File: src/crb1_pkg.sv
// crb1_pkg: constants and carrier types for the receive buffer 1 control block
// assumes: one 50 mhz clock domain, avalon-mm register access with 32-bit words
package crb1_pkg;

  // ----------------------------------------------------------------------
  // register map (byte addresses)
  // ----------------------------------------------------------------------
  localparam logic [3:0] ctrl_offset = 4'h0;
  localparam logic [3:0] irq_status_offset = 4'h4;
  localparam logic [3:0] irq_mask_offset = 4'h8;
  localparam logic [3:0] overflow_cfg_offset = 4'hc;

  // ----------------------------------------------------------------------
  // control register fields
  // ----------------------------------------------------------------------
  localparam int full_bit = 7;
  localparam int mode_high_bit = 6;
  localparam int mode_low_bit = 5;
  localparam int remote_bit = 3;
  localparam int hit_msb = 2;
  localparam logic [7:0] ctrl_reset = 8'h00;

  // ----------------------------------------------------------------------
  // buffer modes
  // ----------------------------------------------------------------------
  localparam logic [1:0] mode_all_valid = 2'h0;
  localparam logic [1:0] mode_std_only = 2'h1;
  localparam logic [1:0] mode_ext_only = 2'h2;
  localparam logic [1:0] mode_all_any = 2'h3;

  // ----------------------------------------------------------------------
  // filter hit codes
  // ----------------------------------------------------------------------
  localparam logic [2:0] hit_filter_one = 3'h1;
  localparam logic [2:0] hit_filter_five = 3'h5;

  // ----------------------------------------------------------------------
  // interrupt status bits
  // ----------------------------------------------------------------------
  localparam int irq_stored_bit = 0;
  localparam int irq_dropped_bit = 1;
  localparam logic [1:0] irq_reset = 2'h0;

  // frame offered by the receive engine
  typedef struct packed {
    logic valid;
    logic has_error;
    logic extended;
    logic remote;
    logic [2:0] filter;
  } crb1_frame_type;

endpackage : crb1_pkg

File: src/crb1_ctrl.sv
// crb1_ctrl: control and status of receive buffer 1 with avalon-mm slave
// assumes: receive engine offers one-cycle frame pulses on clk; software on avalon
// Functional notes
// - mode 11 stores every frame, also those received with errors.
// - mode 10 stores only good extended frames, mode 01 only good standard frames.
// - mode 00 stores every good frame of either format.
// - the filter-hit field holds the filter code of the latest stored frame.
// - codes 5 to 2 name filters five to two, and codes 6 and 7 never appear.
// - codes 1 and 0 appear only while buffer-0 overflow into this buffer is on.
`timescale 1ns/1ps
`default_nettype none
module crb1_ctrl (
  // clock and reset
  input wire logic clk,
  input wire logic sys_rst,
  // avalon-mm slave
  input wire logic [3:0] avs_address,
  input wire logic avs_read,
  input wire logic avs_write,
  input wire logic [31:0] avs_writedata,
  output logic [31:0] avs_readdata,
  output logic avs_waitrequest,
  // receive engine
  input wire crb1_pkg::crb1_frame_type rx_frame,
  output logic rx_store,
  output logic buffer_full_flag,
  output logic buffer0_overflow_enable,
  // interrupt
  output logic irq
);

  // ----------------------------------------------------------------------
  // state
  // ----------------------------------------------------------------------
  logic buffer_full_reg;
  logic [1:0] buffer_mode_reg;
  logic remote_request_seen_reg;
  logic [2:0] filter_hit_code_reg;
  logic overflow_enable_reg;
  logic [1:0] irq_status_reg;
  logic [1:0] irq_mask_reg;
  logic ack_reg;
  logic accept;
  logic wr_ctrl;
  logic wr_status;
  logic [7:0] ctrl_view;

  crb1_accept accept_unit (
    .frame(rx_frame),
    .mode(buffer_mode_reg),
    .overflow_enable(overflow_enable_reg),
    .accept(accept)
  );

  // a full buffer is never overwritten; the frame is reported as dropped
  assign rx_store = accept && !buffer_full_reg;
  assign buffer_full_flag = buffer_full_reg;
  assign buffer0_overflow_enable = overflow_enable_reg;
  assign irq = |(irq_status_reg & irq_mask_reg);

  // ----------------------------------------------------------------------
  // bus handshake: one wait cycle, answer on the second edge
  // ----------------------------------------------------------------------
  assign avs_waitrequest = (avs_read || avs_write) && !ack_reg;
  assign wr_ctrl = avs_write && ack_reg && (avs_address == crb1_pkg::ctrl_offset);
  assign wr_status = avs_write && ack_reg && (avs_address == crb1_pkg::irq_status_offset);

  always_ff @(posedge clk or posedge sys_rst)
  begin
    if (sys_rst)
      ack_reg <= 1'b0;
    else
      ack_reg <= (avs_read || avs_write) && !ack_reg;
  end

  // ----------------------------------------------------------------------
  // control register
  // ----------------------------------------------------------------------
  always_ff @(posedge clk or posedge sys_rst)
  begin
    if (sys_rst)
    begin
      buffer_full_reg <= crb1_pkg::ctrl_reset[crb1_pkg::full_bit];
      buffer_mode_reg <= crb1_pkg::ctrl_reset[crb1_pkg::mode_high_bit:crb1_pkg::mode_low_bit];
      remote_request_seen_reg <= crb1_pkg::ctrl_reset[crb1_pkg::remote_bit];
      filter_hit_code_reg <= crb1_pkg::ctrl_reset[crb1_pkg::hit_msb:0];
    end
    else
    begin
      if (wr_ctrl)
        buffer_mode_reg <= avs_writedata[crb1_pkg::mode_high_bit:crb1_pkg::mode_low_bit];
      // store wins over a clear in the same cycle
      if (rx_store)
        buffer_full_reg <= 1'b1;
      else if (wr_ctrl && !avs_writedata[crb1_pkg::full_bit])
        buffer_full_reg <= 1'b0;
      if (rx_store)
      begin
        filter_hit_code_reg <= rx_frame.filter;
        remote_request_seen_reg <= rx_frame.remote;
      end
    end
  end

  always_ff @(posedge clk or posedge sys_rst)
  begin
    if (sys_rst)
      overflow_enable_reg <= 1'b0;
    else if (avs_write && ack_reg && (avs_address == crb1_pkg::overflow_cfg_offset))
      overflow_enable_reg <= avs_writedata[0];
  end

  // ----------------------------------------------------------------------
  // interrupts: write one to clear, set wins
  // ----------------------------------------------------------------------
  always_ff @(posedge clk or posedge sys_rst)
  begin
    if (sys_rst)
    begin
      irq_status_reg <= crb1_pkg::irq_reset;
      irq_mask_reg <= crb1_pkg::irq_reset;
    end
    else
    begin
      irq_status_reg[crb1_pkg::irq_stored_bit] <= rx_store ||
        (irq_status_reg[crb1_pkg::irq_stored_bit] &&
        !(wr_status && avs_writedata[crb1_pkg::irq_stored_bit]));
      irq_status_reg[crb1_pkg::irq_dropped_bit] <= (accept && buffer_full_reg) ||
        (irq_status_reg[crb1_pkg::irq_dropped_bit] &&
        !(wr_status && avs_writedata[crb1_pkg::irq_dropped_bit]));
      if (avs_write && ack_reg && (avs_address == crb1_pkg::irq_mask_offset))
        irq_mask_reg <= avs_writedata[1:0];
    end
  end

  // ----------------------------------------------------------------------
  // read data
  // ----------------------------------------------------------------------
  assign ctrl_view = {buffer_full_reg, buffer_mode_reg, 1'b0, remote_request_seen_reg, filter_hit_code_reg};

  always_ff @(posedge clk or posedge sys_rst)
  begin
    if (sys_rst)
      avs_readdata <= 32'h0000_0000;
    else if (avs_read && !ack_reg)
    begin
      unique case (avs_address)
        crb1_pkg::ctrl_offset: avs_readdata <= {24'h00_0000, ctrl_view};
        crb1_pkg::irq_status_offset: avs_readdata <= {30'h0000_0000, irq_status_reg};
        crb1_pkg::irq_mask_offset: avs_readdata <= {30'h0000_0000, irq_mask_reg};
        crb1_pkg::overflow_cfg_offset: avs_readdata <= {31'h0000_0000, overflow_enable_reg};
        default: avs_readdata <= 32'h0000_0000;
      endcase
    end
  end

endmodule : crb1_ctrl
`default_nettype wire

File: src/crb1_accept.sv
// crb1_accept: acceptance decision for one offered frame
// assumes: frame fields stand in the same cycle as valid
`timescale 1ns/1ps
`default_nettype none
module crb1_accept (
  // frame and settings
  input wire crb1_pkg::crb1_frame_type frame,
  input wire logic [1:0] mode,
  input wire logic overflow_enable,
  // decision
  output logic accept
);

  logic mode_ok;
  logic filter_ok;

  always_comb
  begin
    unique case (mode)
      crb1_pkg::mode_all_any: mode_ok = 1'b1;
      crb1_pkg::mode_ext_only: mode_ok = !frame.has_error && frame.extended;
      crb1_pkg::mode_std_only: mode_ok = !frame.has_error && !frame.extended;
      crb1_pkg::mode_all_valid: mode_ok = !frame.has_error;
    endcase
  end

  // reserved codes 6 and 7 are rejected here; filters 0 and 1 only via overflow
  assign filter_ok = (frame.filter <= crb1_pkg::hit_filter_five) &&
    ((frame.filter > crb1_pkg::hit_filter_one) || overflow_enable);
  assign accept = frame.valid && mode_ok && filter_ok;

endmodule : crb1_accept
`default_nettype wire

File: config.mk
export PLATFORM = sky130hd
export DESIGN_NAME = crb1_ctrl
export DESIGN_NICKNAME = d
export VERILOG_FILES = /design/src/crb1_pkg.sv /design/src/crb1_ctrl.sv /design/src/crb1_accept.sv
export SDC_FILE = /design/constraint.sdc
export NUM_CORES = 1
export LEC_CHECK = 0
export ABC_AREA = 0
export BUFFER_PORTS_ARGS = -buffer_cell sky130_fd_sc_hd__buf_2
export CAP_MARGIN = 20
export CORE_MARGIN = 3
export CORE_UTILIZATION = 43
export DETAILED_ROUTE_END_ITERATION = 7
export PLACE_DENSITY = 0.82
export REMOVE_ABC_BUFFERS = 1
export SETUP_SLACK_MARGIN = 0.1
export SLEW_MARGIN = 15
export SYNTH_ARGS = -nofsm -noshare
export SYNTH_HDL_FRONTEND = slang
export SYNTH_HIERARCHICAL = 1
export SYNTH_SLANG_ARGS = --single-unit
File: constraint.sdc
create_clock -name clk -period 3 [get_ports clk]
set_input_delay 0.15 -clock clk [delete_from_list [all_inputs] [get_ports clk]]
set_output_delay 0.15 -clock clk [all_outputs]
set_load 0.02 [all_outputs]
==> impl_metrics.py <==
metrics = {
    "status": {
        "status": "finished, final reports clean",
    },
    "yosys": {
        "synth_area_per_cell_um2": 11.1,
        "netlist_top_cells_area": "dfrtp_1, buf_4, mux2_2",
        "yosys_warnings": 6,
        "synth_top_cell_by_area": "dfrtp_1",
        "yosysMostFrequentCell": "buf_4",
        "synth_top_flop_cell": "dfrtp_1",
        "syn_area_um2": 1170,
        "synthTopCellsByCount": "buf_4, dfrtp_1, mux2_2, a22o_1, nand2_1",
        "synth_edf_count": 0,
        "synthCells": 105,
        "ys_seq_area_share_pct": 42.9,
        "ys_seq_elements": 20,
        "synth_cell_types": 29,
        "synth.top_cell.area_share_pct": 42.9,
        "synthArstFlopShare_pct": 100,
    },
    "timing": {
        "fin_crit_sh_pct": 78.3,
        "hold_viol_final": 0,
        "period_needed_ps": 2350,
        "drv_slew": 0,
        "max_freq_mhz": 426,
        "setup_violations": 0,
        "tightest_slew_ps": 740,
        "skew_ps": 9.16,
        "tns_ps": 0,
        "grt_setup_unrepaired": "false",
        "relSlewSlack_pct": 50.6,
    },
    "final_layout": {
        "stdcell_area_um2": 1290,
        "area_delta_synth_final_pct": 10.3,
        "diodes": 0,
        "drive_gt1_share_pct": 35.8,
        "final_core_util_pct": 51.0,
        "largest_register_ffs": 7,
        "nNetsFinal": 188,
        "fillers": 243,
        "stdcell_count": 167,
    },
    "worst_setup_path": {
        "start_kind": "flop",
        "worstReg2RegEnd": "remote_request_seen_reg$_DFFE_PP0P_",
        "cp.depth": 7,
        "critPathTopFamily": "simple AND/OR/NAND/NOR gates",
        "crit_arrival_ps": 2200,
        "path_class": "reg2out",
        "path_buf_inv": 2,
        "max_stage_delay_ps": 490,
        "cp_max_fo": 6,
        "reg2reg_setup_slack_ps": 860,
        "crit_start": "buffer_mode_reg[1]$_DFFE_PP0P_",
        "crit_chain": "inv_1 -> ha_1 -> xor2_1 -> nand3_1 -> a21oi_1 -> nor2b_1 -> buf_2",
        "r2r-start": "buffer_mode_reg[1]$_DFFE_PP0P_",
        "worst_path_max_delay_cell": "nor2b_1",
        "cp.required_ps": 2850,
        "worst_r2r_path_depth": 7,
        "cp-end-kind": "primary output",
        "endpoint": "rx_store",
    },
    "clock_tree": {
        "clockBufferDepth": 2,
        "cts_resized": 0,
        "cts_made_buffers": 3,
        "clk_pin_slew_ps": 110,
        "cts_num_sinks": 20,
        "htree_num_levels": 1,
        "clkLatencyLatePin_ps": 300,
        "root_buffer": "clkbuf_4",
        "cts_tree": "done",
    },
    "global_routing": {
        "antenna_found_initial": 0,
        "track_usage_pct": 12.8,
        "grt_max_degree": 21,
        "grt_overflow": 0,
        "grt_pass1_vias": 785,
        "grt_pass1_wl_um": 3370,
    },
    "pwr": {
        "p_leak_uw": 0.000681,
        "peakVddDrop_mv": 0.353,
        "power_density_nw_per_um2": 561,
        "power.total_uw": 722,
    },
    "routing": {
        "post-route-drc-count": 0,
        "vias": 794,
        "drt_iter0_drc": 4,
        "antenna_left": 0,
        "wl_um": 2090,
        "wl_per_cell_um": 12.5,
        "routed_via_density": 4.75,
        "drt-pass1-iter-count": 4,
    },
    "min_path": {
        "holdCritStartpoint": "avs_writedata[5]",
        "hold_depth": 2,
        "hold_class": "in2reg",
    },
    "place": {
        "placed_area_um2": 1240,
        "globalplace.congestion": 0.845,
        "dp.cells": 162,
        "portBuffers": 31,
        "dp_hpwl_um": 1720,
    },
    "flow_run": {
        "cap_violations": 0,
    },
    "die": {
        "coreArea_um2": 2520,
        "die_y_um": 58.1,
        "start_util_pct": 46.3,
        "fp.dieW_um": 58.1,
        "ios": 84,
        "row_count": 18,
        "dieArea_um2": 3380,
    },
}
where the power goes:
| group | switching (µW) | total, µW | leakage [µW] | internal [µW] |
|---|---|---|---|---|
| sequential | 45.6 | 372 | 0.000252 | 326 |
| combinational | 110 | 201 | 0.000407 | 91.7 |
| clock | 75.4 | 149 | 0.0000210 | 74.0 |
per-layer routing:
layer | share of wire, % | vias up | global-route usage, %
li1 | - | 378 | -
met1 | 40 | 374 | 14.0
met2 | 51 | 42 | 23.7
met3 | 9.2 | 0 | 4.68
met4 | 0 | 0 | 1.99
met5 | 0 | - | 0
repair_timing:
| action | in CTS | in global routing |
|---|---|---|
| setup buffers | 0 | 0 |
| endpoints found under the hold margin | 20 | 0 |
| hold buffers | 1 | 0 |
cells in the final DEF, fill, tap and decap left out, types with 2 or more instances in the layout:
| master | Yosys | routed |
|---|---|---|
| a21oi_1 | 2 | 2 |
| a22o_1 | 7 | 7 |
| buf_2 | 2 | 31 |
| clkbuf_4 | 0 | 3 |
| conb_1 | 1 | 25 |
| dfrtp_1 | 20 | 20 |
| ha_1 | 3 | 3 |
| inv_1 | 4 | 4 |
| mux2_2 | 10 | 10 |
| nand2_1 | 6 | 6 |
| nand3_1 | 3 | 3 |
| nand4b_1 | 2 | 2 |
| nor2_1 | 4 | 4 |
through the flow:
step,setup slack (ps),hold slack (ps)
after floorplan,906,114
after global routing,526,65.4
after global placement,943,296
after CTS,618,71.9
final,650,80.5
after detailed placement,870,310
cell families (layout without fill, tap and decap cells):
kind of cell / Yosys count / count (layout) / synth area share [%]
buf+inv: 32 / 40 / 19.2
simple gates: 23 / 23 / 13.0
flops: 20 / 20 / 42.9
compound gates: 14 / 14 / 9.11
mux: 11 / 11 / 11.6
fa+ha+maj: 3 / 3 / 3.22
other cells: 1 / 25 / 0.321
xor+xnor: 1 / 1 / 0.750
cell type report:
| cell class | instances | area (µm²) | area share, % |
|---|---|---|---|
| well taps | 30 | 37.5 | 2.92 |
| clock buffers | 4 | 36.3 | 2.82 |
| inverters | 4 | 15.0 | 1.17 |
| multi-input cells | 77 | 533 | 41.4 |
| repair buffers | 32 | 165 | 12.8 |
| flip-flops and latches | 20 | 500 | 38.9 |
worst min-delay path by stage:
stage                                          end  slack, ps
finish              buffer_mode_reg[0]$_DFFE_PP0P_         80
global route        buffer_mode_reg[0]$_DFFE_PP0P_         70
CTS                 buffer_mode_reg[0]$_DFFE_PP0P_         70
detailed placement     avs_readdata[0]$_DFFE_PP0P_        310
global placement       avs_readdata[0]$_DFFE_PP0P_        300
floorplan                        ack_reg$_DFF_PP0_        110
Power figures use the tool's default switching activity.
